===== src/hdl/pcq_pkg.sv =====
// What this block does
// [RULE1] Match fires when oldest entry plus offset equals the selected position.
// [RULE2] Overflow flag rises once stored entries reach the capacity setting.
// [RULE3] A remove command drops the oldest entry; the next one becomes head.
// [RULE4] A remove command also clears the match event.
// [RULE5] Source select picks feedback, master or commanded position.
// [RULE6] With the comparator gate off, the match event never rises.
// [RULE7] While overflow is set, pushes are refused and contents stay unchanged.
// [RULE8] Match target refreshes only on first push into empty store or remove.
// [RULE9] Fill flag is high while count is at or above the fill threshold.
// [RULE10] Entries leave in arrival order; head is the earliest unremoved push.
`default_nettype none
package pcq_pkg;
	localparam int DATA_W  = 32;
	localparam int DEPTH   = 16;
	localparam int CNT_W   = 5;
	localparam int IDX_W   = 4;
	localparam int ADDR_W  = 4;

	// ****************************************************************
	// Register offsets (word addresses)
	// ****************************************************************
	localparam logic [ADDR_W-1:0] REG_CTRL     = 4'h0;
	localparam logic [ADDR_W-1:0] REG_OFFSET   = 4'h1;
	localparam logic [ADDR_W-1:0] REG_CAPACITY = 4'h2;
	localparam logic [ADDR_W-1:0] REG_FILL     = 4'h3;
	localparam logic [ADDR_W-1:0] REG_PUSH     = 4'h4;
	localparam logic [ADDR_W-1:0] REG_CMD      = 4'h5;
	localparam logic [ADDR_W-1:0] REG_STATUS   = 4'h6;
	localparam logic [ADDR_W-1:0] REG_IRQ_STAT = 4'h7;
	localparam logic [ADDR_W-1:0] REG_IRQ_MASK = 4'h8;
	localparam logic [ADDR_W-1:0] REG_HEAD     = 4'h9;
	localparam logic [ADDR_W-1:0] REG_TARGET   = 4'hA;
	localparam logic [ADDR_W-1:0] REG_COUNT    = 4'hB;

	// ****************************************************************
	// Field positions
	// ****************************************************************
	localparam int CTRL_GATE_BIT   = 0;
	localparam int CTRL_SRC_LSB    = 1;
	localparam int CMD_REMOVE_BIT  = 0;
	localparam int CMD_CLEAR_BIT   = 1;
	localparam int ST_MATCH_BIT    = 0;
	localparam int ST_FULLERR_BIT  = 1;
	localparam int ST_FILL_BIT     = 2;
	localparam int ST_EMPTY_BIT    = 3;
	localparam int IRQ_W           = 3;
	localparam int IRQ_MATCH_BIT   = 0;
	localparam int IRQ_FULLERR_BIT = 1;
	localparam int IRQ_FILL_BIT    = 2;

	// ****************************************************************
	// Reset values
	// ****************************************************************
	localparam logic [CNT_W-1:0]  CAPACITY_RST = 5'h10;
	localparam logic [CNT_W-1:0]  FILL_RST     = 5'h10;
	localparam logic [DATA_W-1:0] OFFSET_RST   = 32'h0000_0000;

	typedef enum logic [1:0] {
		PCQ_SRC_FEEDBACK,
		PCQ_SRC_MASTER,
		PCQ_SRC_COMMAND
	} pcq_src_e;
endpackage
`default_nettype wire


===== src/hdl/pcq_store.sv =====
`timescale 1ns/10ps
`default_nettype none
module pcq_store (
	input  wire logic                            i_mclk,
	input  wire logic                            i_reset_n,
	input  wire logic                            i_push,
	input  wire logic                            i_pop,
	input  wire logic                            i_clear,
	input  wire logic [pcq_pkg::DATA_W-1:0]      i_data,
	input  wire logic [pcq_pkg::CNT_W-1:0]       i_capacity,
	output logic      [pcq_pkg::DATA_W-1:0]      o_head,
	output logic      [pcq_pkg::DATA_W-1:0]      o_second,
	output logic      [pcq_pkg::CNT_W-1:0]       o_count,
	output logic                                 o_full,
	output logic                                 o_push_taken
);
	logic [pcq_pkg::DATA_W-1:0] mem_r [pcq_pkg::DEPTH];
	logic [pcq_pkg::DATA_W-1:0] mem_nxt [pcq_pkg::DEPTH];
	logic [pcq_pkg::IDX_W-1:0]  rd_r;
	logic [pcq_pkg::IDX_W-1:0]  rd_nxt;
	logic [pcq_pkg::IDX_W-1:0]  wr_r;
	logic [pcq_pkg::IDX_W-1:0]  wr_nxt;
	logic [pcq_pkg::CNT_W-1:0]  cnt_r;
	logic [pcq_pkg::CNT_W-1:0]  cnt_nxt;
	logic [pcq_pkg::CNT_W-1:0]  cap;
	logic                       do_pop;

	// A capacity of zero or above the storage depth is clamped to the depth.
	assign cap = (i_capacity == '0 || i_capacity > pcq_pkg::CNT_W'(pcq_pkg::DEPTH)) ?
		pcq_pkg::CNT_W'(pcq_pkg::DEPTH) : i_capacity;
	assign o_full = (cnt_r >= cap); // RULE2
	assign o_push_taken = i_push && !o_full && !i_clear; // RULE7
	assign do_pop = i_pop && (cnt_r != '0) && !i_clear;
	assign o_head = mem_r[rd_r]; // RULE10
	assign o_second = mem_r[rd_r + 1'b1];
	assign o_count = cnt_r;

	function automatic logic [pcq_pkg::CNT_W-1:0] cnt_one(input logic b);
		cnt_one = {{(pcq_pkg::CNT_W-1){1'b0}}, b};
	endfunction

	always_comb begin
		mem_nxt = mem_r;
		rd_nxt  = rd_r;
		wr_nxt  = wr_r;
		cnt_nxt = cnt_r;
		if (i_clear) begin
			rd_nxt  = '0;
			wr_nxt  = '0;
			cnt_nxt = '0;
		end else begin
			if (o_push_taken) begin
				mem_nxt[wr_r] = i_data; // RULE10
				wr_nxt = wr_r + 1'b1;
			end
			if (do_pop) begin
				rd_nxt = rd_r + 1'b1; // RULE3
			end
			cnt_nxt = cnt_r + cnt_one(o_push_taken) - cnt_one(do_pop);
		end
	end

	always_ff @(posedge i_mclk) begin
		if (!i_reset_n) begin
			rd_r  <= '0;
			wr_r  <= '0;
			cnt_r <= '0;
		end else begin
			rd_r  <= rd_nxt;
			wr_r  <= wr_nxt;
			cnt_r <= cnt_nxt;
		end
		mem_r <= mem_nxt;
	end
endmodule
`default_nettype wire


===== src/hdl/pcq_top.sv =====
// Added by the designer: the placing of the registers and the address-and-strobe port.
`timescale 1ns/10ps
`default_nettype none
module pcq_top (
	input  wire logic                            i_mclk,
	input  wire logic                            i_reset_n,
	input  wire logic [pcq_pkg::ADDR_W-1:0]      i_addr,
	input  wire logic [pcq_pkg::DATA_W-1:0]      i_wdata,
	input  wire logic                            i_wr,
	input  wire logic                            i_rd,
	output logic      [pcq_pkg::DATA_W-1:0]      o_rdata,
	input  wire logic [pcq_pkg::DATA_W-1:0]      i_feedback_pos,
	input  wire logic [pcq_pkg::DATA_W-1:0]      i_master_pos,
	input  wire logic [pcq_pkg::DATA_W-1:0]      i_command_pos,
	output logic                                 o_match_event,
	output logic                                 o_store_full_error,
	output logic                                 o_fill_flag,
	output logic                                 o_irq
);
	// ****************************************************************
	// Configuration registers
	// ****************************************************************
	logic                         gate_r, gate_nxt;
	logic [1:0]                   src_r, src_nxt;
	logic [pcq_pkg::DATA_W-1:0]   offset_r, offset_nxt;
	logic [pcq_pkg::CNT_W-1:0]    cap_r, cap_nxt;
	logic [pcq_pkg::CNT_W-1:0]    fill_r, fill_nxt;
	logic [pcq_pkg::IRQ_W-1:0]    mask_r, mask_nxt;
	logic [pcq_pkg::IRQ_W-1:0]    ist_r, ist_nxt;
	logic [pcq_pkg::DATA_W-1:0]   rdata_r, rdata_nxt;

	// ****************************************************************
	// Event state
	// ****************************************************************
	logic [pcq_pkg::DATA_W-1:0]   target_r, target_nxt;
	logic                         target_ok_r, target_ok_nxt;
	logic                         match_r, match_nxt;
	logic                         full_r, full_nxt;
	logic                         fill_flag_r, fill_flag_nxt;
	logic                         irq_r, irq_nxt;

	logic                         wr_push, wr_remove, wr_clear;
	logic [pcq_pkg::DATA_W-1:0]   head, second;
	logic [pcq_pkg::CNT_W-1:0]    count;
	logic                         store_full, push_taken;
	logic [pcq_pkg::DATA_W-1:0]   position;

	function automatic logic hit(input logic [pcq_pkg::ADDR_W-1:0] a,
			input logic [pcq_pkg::ADDR_W-1:0] r);
		hit = (a == r);
	endfunction

	// The overflow flag lags the store by a cycle; a push is refused while it shows.
	assign wr_push   = i_wr && hit(i_addr, pcq_pkg::REG_PUSH) && !full_r; // RULE7
	assign wr_remove = i_wr && hit(i_addr, pcq_pkg::REG_CMD) && i_wdata[pcq_pkg::CMD_REMOVE_BIT];
	assign wr_clear  = i_wr && hit(i_addr, pcq_pkg::REG_CMD) && i_wdata[pcq_pkg::CMD_CLEAR_BIT];

	pcq_store u_store (
		.i_mclk       (i_mclk),
		.i_reset_n    (i_reset_n),
		.i_push       (wr_push),
		.i_pop        (wr_remove),
		.i_clear      (wr_clear),
		.i_data       (i_wdata),
		.i_capacity   (cap_r),
		.o_head       (head),
		.o_second     (second),
		.o_count      (count),
		.o_full       (store_full),
		.o_push_taken (push_taken)
	);

	// Source selection; an unused code falls back to feedback position.
	always_comb begin
		case (pcq_pkg::pcq_src_e'(src_r))
			pcq_pkg::PCQ_SRC_MASTER:  position = i_master_pos; // RULE5
			pcq_pkg::PCQ_SRC_COMMAND: position = i_command_pos; // RULE5
			default:                  position = i_feedback_pos; // RULE5
		endcase
	end

	// ****************************************************************
	// Comparator and flags
	// ****************************************************************
	always_comb begin
		target_nxt    = target_r;
		target_ok_nxt = target_ok_r;
		match_nxt     = match_r;
		if (wr_clear) begin
			target_ok_nxt = 1'b0;
			match_nxt     = 1'b0;
		end else if (wr_remove && count != '0) begin
			match_nxt = 1'b0; // RULE4
			if (count > pcq_pkg::CNT_W'(1)) begin
				target_nxt = second + offset_r; // RULE8
			end else begin
				target_ok_nxt = 1'b0;
			end
		end else begin
			if (push_taken && count == '0) begin
				target_nxt    = i_wdata + offset_r; // RULE8
				target_ok_nxt = 1'b1;
			end
			if (gate_r && target_ok_r && target_r == position) begin // RULE6
				match_nxt = 1'b1; // RULE1
			end
		end
		if (wr_remove && count == '0) begin
			match_nxt = 1'b0; // RULE4
		end
		full_nxt      = store_full; // RULE2
		fill_flag_nxt = (count >= fill_r); // RULE9
	end

	always_ff @(posedge i_mclk) begin
		if (!i_reset_n) begin
			target_r    <= '0;
			target_ok_r <= 1'b0;
			match_r     <= 1'b0;
			full_r      <= 1'b0;
			fill_flag_r <= 1'b0;
		end else begin
			target_r    <= target_nxt;
			target_ok_r <= target_ok_nxt;
			match_r     <= match_nxt;
			full_r      <= full_nxt;
			fill_flag_r <= fill_flag_nxt;
		end
	end

	// ****************************************************************
	// Register file and interrupt
	// ****************************************************************
	always_comb begin
		gate_nxt   = gate_r;
		src_nxt    = src_r;
		offset_nxt = offset_r;
		cap_nxt    = cap_r;
		fill_nxt   = fill_r;
		mask_nxt   = mask_r;
		ist_nxt    = ist_r;
		rdata_nxt  = '0;
		if (i_wr) begin
			case (i_addr)
				pcq_pkg::REG_CTRL: begin
					gate_nxt = i_wdata[pcq_pkg::CTRL_GATE_BIT];
					src_nxt  = i_wdata[pcq_pkg::CTRL_SRC_LSB +: 2];
				end
				pcq_pkg::REG_OFFSET:   offset_nxt = i_wdata;
				pcq_pkg::REG_CAPACITY: cap_nxt = i_wdata[pcq_pkg::CNT_W-1:0];
				pcq_pkg::REG_FILL:     fill_nxt = i_wdata[pcq_pkg::CNT_W-1:0];
				pcq_pkg::REG_IRQ_MASK: mask_nxt = i_wdata[pcq_pkg::IRQ_W-1:0];
				pcq_pkg::REG_IRQ_STAT: ist_nxt = ist_r & ~i_wdata[pcq_pkg::IRQ_W-1:0];
				default: begin
				end
			endcase
		end
		// Rising edges set sticky bits after the clear so that a set wins.
		if (match_nxt && !match_r) begin
			ist_nxt[pcq_pkg::IRQ_MATCH_BIT] = 1'b1;
		end
		if (full_nxt && !full_r) begin
			ist_nxt[pcq_pkg::IRQ_FULLERR_BIT] = 1'b1;
		end
		if (fill_flag_nxt && !fill_flag_r) begin
			ist_nxt[pcq_pkg::IRQ_FILL_BIT] = 1'b1;
		end
		irq_nxt = |(ist_nxt & mask_nxt);
		if (i_rd) begin
			case (i_addr)
				pcq_pkg::REG_CTRL: begin
					rdata_nxt[pcq_pkg::CTRL_GATE_BIT]      = gate_r;
					rdata_nxt[pcq_pkg::CTRL_SRC_LSB +: 2]  = src_r;
				end
				pcq_pkg::REG_OFFSET:   rdata_nxt = offset_r;
				pcq_pkg::REG_CAPACITY: rdata_nxt[pcq_pkg::CNT_W-1:0] = cap_r;
				pcq_pkg::REG_FILL:     rdata_nxt[pcq_pkg::CNT_W-1:0] = fill_r;
				pcq_pkg::REG_STATUS: begin
					rdata_nxt[pcq_pkg::ST_MATCH_BIT]   = match_r;
					rdata_nxt[pcq_pkg::ST_FULLERR_BIT] = full_r;
					rdata_nxt[pcq_pkg::ST_FILL_BIT]    = fill_flag_r;
					rdata_nxt[pcq_pkg::ST_EMPTY_BIT]   = (count == '0);
				end
				pcq_pkg::REG_IRQ_STAT: rdata_nxt[pcq_pkg::IRQ_W-1:0] = ist_r;
				pcq_pkg::REG_IRQ_MASK: rdata_nxt[pcq_pkg::IRQ_W-1:0] = mask_r;
				pcq_pkg::REG_HEAD:     rdata_nxt = head;
				pcq_pkg::REG_TARGET:   rdata_nxt = target_r;
				pcq_pkg::REG_COUNT:    rdata_nxt[pcq_pkg::CNT_W-1:0] = count;
				default:               rdata_nxt = '0;
			endcase
		end
	end

	always_ff @(posedge i_mclk) begin
		if (!i_reset_n) begin
			gate_r   <= 1'b0;
			src_r    <= 2'h0;
			offset_r <= pcq_pkg::OFFSET_RST;
			cap_r    <= pcq_pkg::CAPACITY_RST;
			fill_r   <= pcq_pkg::FILL_RST;
			mask_r   <= '0;
			ist_r    <= '0;
			rdata_r  <= '0;
			irq_r    <= 1'b0;
		end else begin
			gate_r   <= gate_nxt;
			src_r    <= src_nxt;
			offset_r <= offset_nxt;
			cap_r    <= cap_nxt;
			fill_r   <= fill_nxt;
			mask_r   <= mask_nxt;
			ist_r    <= ist_nxt;
			rdata_r  <= rdata_nxt;
			irq_r    <= irq_nxt;
		end
	end

	assign o_rdata            = rdata_r;
	assign o_match_event      = match_r;
	assign o_store_full_error = full_r;
	assign o_fill_flag        = fill_flag_r;
	assign o_irq              = irq_r;
endmodule
`default_nettype wire


===== config.mk =====
export PLATFORM = sky130hd
export DESIGN_NAME = pcq_top
export DESIGN_NICKNAME = d
export VERILOG_FILES = /design/src/hdl/pcq_pkg.sv /design/src/hdl/pcq_store.sv /design/src/hdl/pcq_top.sv
export SDC_FILE = /design/constraint.sdc
export NUM_CORES = 1
export LEC_CHECK = 0
export ABC_CLOCK_PERIOD_IN_PS = 8100
export CELL_PAD_IN_SITES_DETAIL_PLACEMENT = 0
export CELL_PAD_IN_SITES_GLOBAL_PLACEMENT = 2
export CORE_ASPECT_RATIO = 0.5
export CORE_MARGIN = 5
export CORE_UTILIZATION = 51
export DETAILED_ROUTE_END_ITERATION = 12
export DONT_BUFFER_PORTS = 1
export PLACE_DENSITY_LB_ADDON = 0.1
export SYNTH_ARGS = -nofsm -noshare
export SYNTH_HDL_FRONTEND = slang
export SYNTH_HIERARCHICAL = 1
export SYNTH_SLANG_ARGS = --single-unit

===== constraint.sdc =====
create_clock -name i_mclk -period 8.1 [get_ports i_mclk]
set_clock_uncertainty 0.05 [all_clocks]
set_input_delay 0.405 -clock i_mclk [delete_from_list [all_inputs] [get_ports i_mclk]]
set_output_delay 0.405 -clock i_mclk [all_outputs]
set_load 0.02 [all_outputs]

### Yosys cells after proc, flatten, opt, wreduce, memory -nomap -nowiden

Cells that the tools add are included.

* add/subtract/negate cells: 6
* order comparisons: 8
* equal/unequal tests: 16
* mux-type cells: 32
* bitwise logic cells: 8
* reductions and logical operators: 38

Operators by type and width (number)
* bitwise mux 512 bit: 1
* binary-select mux 32 bit (select 4 bit): 2
* two-way mux 32 bit: 8
* demux 32 bit (select 4 bit): 1
* one-hot mux 27 bit (3 select lines): 1
* adder 32 bit: 2
* one-hot mux 32 bit (2 select lines): 1
* == test 32 bit: 1
* one-hot mux 3 bit (10 select lines): 1
* logical AND 1 bit: 17
* == test 4 x 3 -> 1 bit (second input constant): 4
* == test 4 bit (second input constant): 4
* greater-or-equal comparator 5 bit (second input constant): 3
* NOT 4 -> 5 bit: 3
* AND reduction 2 bit: 7
* two-way mux 3 bit: 4
* greater-or-equal comparator 5 bit: 2
* zero test 5 bit: 2
* two-way mux 1 bit: 10
* adder 4 x 1 -> 4 bit (second input constant): 2
* == test 4 x 2 -> 1 bit (second input constant): 2
* one-hot mux 1 bit (7 select lines): 1
* bitwise AND 3 bit: 2
* one-hot mux 1 bit (6 select lines): 1
* 21 further kinds: 26

* bits in registers: 645
* input bits: 136
* output and inout port bits: 36
* word-level logic and storage cells: 141

### Depth between registers and ports, before layout

* word-level depth: 12
* gate-level depth with buffers: 20
* mapped depth without buffers: 18

### Modules after synthesis

Netlist, hierarchy kept.

By module, submodules not included
* pcq_store: times used 1, cells an instance 1034, area an instance 24056.8 um^2, seq. area each 15635.0 um^2
* pcq_top: times used 1, cells an instance 1018, area an instance 7955.1 um^2, seq. area each 2402.3 um^2

### Worst setup path before layout

Ideal clock, no wire load.

* path type: register to register
* from: register cap_r[0] in the netlist's numbering
* to: register u_store/mem_r[480] in the netlist's numbering (enable)
* setup time: 461 ps
* data arrival time: 4547 ps
* required time: 7589 ps
* slack: 3042 ps
* stages on the path, launching flop included: 10
* buffers on the path: 0
* period minus slack after synthesis: 5058 ps
* cell sequence: dfxtp_1 -> or4_1 -> ha_1 -> nand2b_1 -> ha_1 -> a21oi_1 -> o21ai_1 -> o31ai_2 -> nand2_1 -> nor3_1

* longest elaborated chain between the ends: 8
* elaborated cells on any way between the ends: 9
* those cells by class: order compare (2); mux (1); reduce/logical (6)

Ends and longest elaborated chain
* start, declared: line pcq_top.sv:26 `logic [pcq_pkg::CNT_W-1:0] cap_r, cap_nxt;`
* start signal, assigned: line pcq_top.sv:199 `cap_r <= pcq_pkg::CAPACITY_RST;`
* start signal, assigned: line pcq_top.sv:209 `cap_r <= cap_nxt;`
* greater-than comparator 5 bit or zero test 5 bit (tied branches): line pcq_store.sv:29 `assign cap = (i_capacity == '0 || i_capacity > pcq_pkg::CNT_W'(pcq_pkg::DEPTH)) ?`
* logical OR 1 bit: line pcq_store.sv:29
* two-way mux 5 bit (*): line pcq_store.sv:29
* greater-or-equal comparator 5 bit (*): line pcq_store.sv:31 `assign o_full = (cnt_r >= cap);`
* zero test 1 bit (*): line pcq_store.sv:32 `assign o_push_taken = i_push && !o_full && !i_clear;`
* logical AND 1 bit (*) (2 in series): line pcq_store.sv:32
* via push_taken: line pcq_top.sv:45 `logic store_full, push_taken;`
* AND reduction 2 bit (no source line) (*)
* end signal, assigned: line pcq_store.sv:73 `mem_r <= mem_nxt;`
* end, declared: line pcq_store.sv:17 `logic [pcq_pkg::DATA_W-1:0] mem_r [pcq_pkg::DEPTH];`

The timed path passes the listed nets; every way through them passes the cells marked *.
A chain may end at the register's enable or synchronous reset.

### Worst setup path in the final report

* from: register u_store/rd_r[0] in the netlist's numbering
* to: register target_r[26] in the netlist's numbering

* longest elaborated chain between the ends: 8

Ends and longest elaborated chain
* start, declared: line pcq_store.sv:19 `logic [pcq_pkg::IDX_W-1:0] rd_r;`
* start signal, assigned: line pcq_store.sv:69 `rd_r <= rd_nxt;`
* adder 4 x 1 -> 4 bit: line pcq_store.sv:35 `assign o_second = mem_r[rd_r + 1'b1];`
* NOT 4 -> 5 bit (implied by the code): line pcq_store.sv:35
* binary-select mux 32 bit (select 4 bit): line pcq_store.sv:35
* two-way mux 32 bit (implied by the code) (2 in series): line pcq_store.sv:35
* via second, one bit: line pcq_top.sv:43 `logic [pcq_pkg::DATA_W-1:0] head, second;`
* adder 32 bit: line pcq_top.sv:95 `target_nxt = second + offset_r;`
* two-way mux 32 bit: line pcq_top.sv:94 `if (count > pcq_pkg::CNT_W'(1)) begin`
* two-way mux 32 bit: line pcq_top.sv:92 `end else if (wr_remove && count != '0) begin`
* end signal, assigned: line pcq_top.sv:123 `target_r <= target_nxt;`
* end, declared: line pcq_top.sv:35 `logic [pcq_pkg::DATA_W-1:0] target_r, target_nxt;`

The timed path passes the listed nets, and every way through them passes these cells. The select of a mux whose other input is x is not followed.

==> impl_metrics.json <==
{
  "routedWlPerCell_um": 34.1,
  "clkSinkCount": 645,
  "grt-ovfl-total": 0,
  "regArea_um2": 18000,
  "area.growth.synth_to_final_pct": 9.63,
  "dr_total_vias": 20600,
  "synth_xor_area_frac": 0.0123,
  "ys_types": 77,
  "path_common_cell": "mux4_2",
  "fin_area_um2": 35100,
  "cts_buffers": 56,
  "synth-edff-count": 512,
  "antenna_cells": 0,
  "synth_fa_ha_area_frac": 0.0227,
  "synth-compound-area-share": 0.0711,
  "finalSetupViolCount": 0,
  "post_cts_resized": 0,
  "place_area_um2": 32800,
  "ys_async_sr_fraction": 0,
  "num-fill-cells": 4752,
  "min_path_type": "input pin to flop",
  "period_share": 0.714,
  "cp_top_family": "adder cells",
  "drc": 0,
  "fmax_mhz": 173,
  "pwr-share-seq": 0.534,
  "grt.met3_usage": 0.0914,
  "via_per_inst": 7.06,
  "ir_worst_vdd_mv": 0.181,
  "fin_nets": 2242,
  "core-area_um2": 61700,
  "hold_viol_final": 0,
  "worstMarginPinSlew_ns": 1.14,
  "grt_pass1_wl_mm": 141,
  "antenna_found_initial": 5,
  "finalWirelength_mm": 99.4,
  "power_density_nw_per_um2": 193,
  "drv_cap": 0,
  "finalSetupTns_ns": 0,
  "cp.arrival_ns": 6.28,
  "p_switching_w": 0.00147,
  "leakagePower_nw": 10.9,
  "whs_ns": 0.0292,
  "synthesis.area_um2": 32000,
  "status": "complete, no violations",
  "io_pins": 172,
  "yosysTopAreaCell": "edfxtp_1",
  "use_met1": 0.444,
  "critPathKind": "flop to flop",
  "cts_max_level": 2,
  "path_clk_slew_ns": 0.07,
  "grt_max_degree": 145,
  "cts_tree": "done",
  "synthSimpleGateAreaFrac": 0.0583,
  "first_global_vias": 19600,
  "drv_slew": 0,
  "grt_most_used_layer": "met1",
  "slew_headroom": 0.236,
  "netlist_top_cells_area": "edfxtp_1 (48%), mux4_2 (23%), dfxtp_1 (8.3%)",
  "synthMuxAreaShare": 0.243,
  "die_y_um": 187,
  "intPower_w": 0.00529,
  "start_util": 0.519,
  "worstPathRequired_ns": 8.59,
  "finalCriticalPeriod_ns": 5.79,
  "final_common_cell": "edfxtp_1",
  "syn_area_per_cell_um2": 15.6,
  "drive_gt1_frac": 0.242,
  "synthCells": 2052,
  "io_buffers": 0,
  "synth_flop_cell": "edfxtp_1",
  "dr.pass1.iters": 7,
  "synth_top_family_by_area": "multiplexers",
  "ys_seq_area_frac": 0.563,
  "p_clk_frac": 0.419,
  "drt_iter0_drc": 2745,
  "combPwrFrac": 0.046,
  "num_rows": 64,
  "start_kind": "flop",
  "synth-seq-cells": 645,
  "cts_buffer_depth": 3,
  "worstSetupEndpointType": "flop",
  "final_cell_mix": "edfxtp_1 (512), mux4_2 (321), nand2_1 (154)",
  "gp_congestion": 0.896,
  "insertion_delay_ns": 0.63,
  "cts_root_buf": "clkbuf_16",
  "yosysTopAreaCellShare": 0.480,
  "hpwl_mm": 61.8,
  "crit_slowest_cell": "dfxtp_4",
  "cp_num_buf_inv": 1,
  "cp_max_fo": 65,
  "grt_usage": 0.287,
  "dieArea_um2": 68200,
  "rsz0062_at_grt": "false",
  "multi_input_area_um2": 13200,
  "p_sw_frac": 0.218,
  "fp.dieW_um": 364,
  "cp_cell_sequence": "ha_4 > buf_12 > mux4_2 > mux4_2 > mux2_2 > ha_1 > and3_1 > nand3_1 > or3_4 > a211o_1 > a2111oi_2 > a311o_1",
  "yosysWarnings": 6,
  "use_met2": 0.413,
  "critical_path.max_stage_delay_ns": 0.96,
  "syn_nets": 2245,
  "ant_nets": 0
}
-- area by class of cell --
| cell class | count | share of cell area |
|---|---|---|
| Inverter | 46 | 0.00492 |
| Tap cell | 825 | 0.0294 |
| Timing Repair Buffer | 77 | 0.0201 |
| Sequential cell | 645 | 0.514 |
| Clock inverter | 30 | 0.0116 |
| Clock buffer | 72 | 0.0428 |
| Multi-Input combinational cell | 1223 | 0.377 |
-- logic make-up after synthesis --
logic type	after synthesis
AOI/OAI and AO/OA	334
xor gates and xnor gates	45
adders and majority gates	57
buffers and inverters	184
DFF	645
muxes	373
and+or+nand+nor	414
-- state kept, by name, indices dropped and copies added, names as in the netlist --
signal              cells
u_store/o_count         5
gate_r                  1
u_store/wr_r            4
cap_r                   5
o_store_full_error      1
o_match_event           1
o_rdata                32
mask_r                  3
u_store/mem_r         512
u_store/rd_r            4
o_fill_flag             1
target_ok_r             1
fill_r                  5
src_r                   2
o_irq                   1
offset_r               32
target_r               32
ist_r                   3
-- tightest hold or removal path, stage by stage --
cell     delay (ns)
inv_1          0.04
nor2_1         0.10
a21oi_1        0.05
nor2_1         0.07
-- per-layer routing --
| metal | vias up | part of all wire |
|---|---|---|
| met1 | 10800 | 0.42 |
| li1 | 8362 | - |
| met3 | 118 | 0.13 |
| met4 | 10 | 0.014 |
| met5 | - | 0.00062 |
| met2 | 1307 | 0.43 |
-- synth_stat cells (24+ instances only) --
cell type    n
inv_1       45
a21oi_1    103
edfxtp_1   512
ha_1        55
nor2_1     120
xnor2_1     26
o21ai_0     47
a22oi_1     24
dfxtp_1    133
nand2_1    155
mux4_2     321
buf_2       46
clkbuf_1    53
a222oi_1    28
nand3_1     31
mux2_2      30
-- timing repair --
action                    CTS  global route
hold buffers               41             0
buffers inserted            0             0
hold endpoints to repair  577             0
-- power by group through the flow --
stage                     clock network (W)  registers, W  logic, W
after global routing                0.00302       0.00362  0.000338
after CTS                           0.00287       0.00362  0.000308
after floorplan                           0       0.00367  0.000183
after global placement                    0       0.00369  0.000243
final                               0.00284       0.00362  0.000314
after detailed placement                  0       0.00369  0.000247
-- stage by stage --
stage | setup WS, ns | utilization | total power [W] | instances
after floorplan | 3.04 | - | 0.00386 | 2052
after detailed placement | 2.36 | 0.532 | 0.00394 | 2775
final | 2.31 | 0.569 | 0.00677 | 2918
after CTS | 2.32 | 0.569 | 0.00679 | 2918
after global routing | 1.99 | 0.569 | 0.00698 | 2918
after global placement | 2.38 | 0.532 | 0.00393 | 2775
-- path summary, 6_finish.rpt --
check / start / endpoint / slack [ns] / cells after the start
worst max-delay path: u_store/rd_r[0] / target_r[26] / 2.31 / 12
worst min-delay path: i_wdata[0] / gate_r / 0.03 / 4
worst max register to register: u_store/rd_r[0] / target_r[26] / 2.31 / 12
worst min register to register: offset_r[26] / offset_r[26] / 0.44 / 2
No activity file was read; power rests on OpenSTA's default activity.
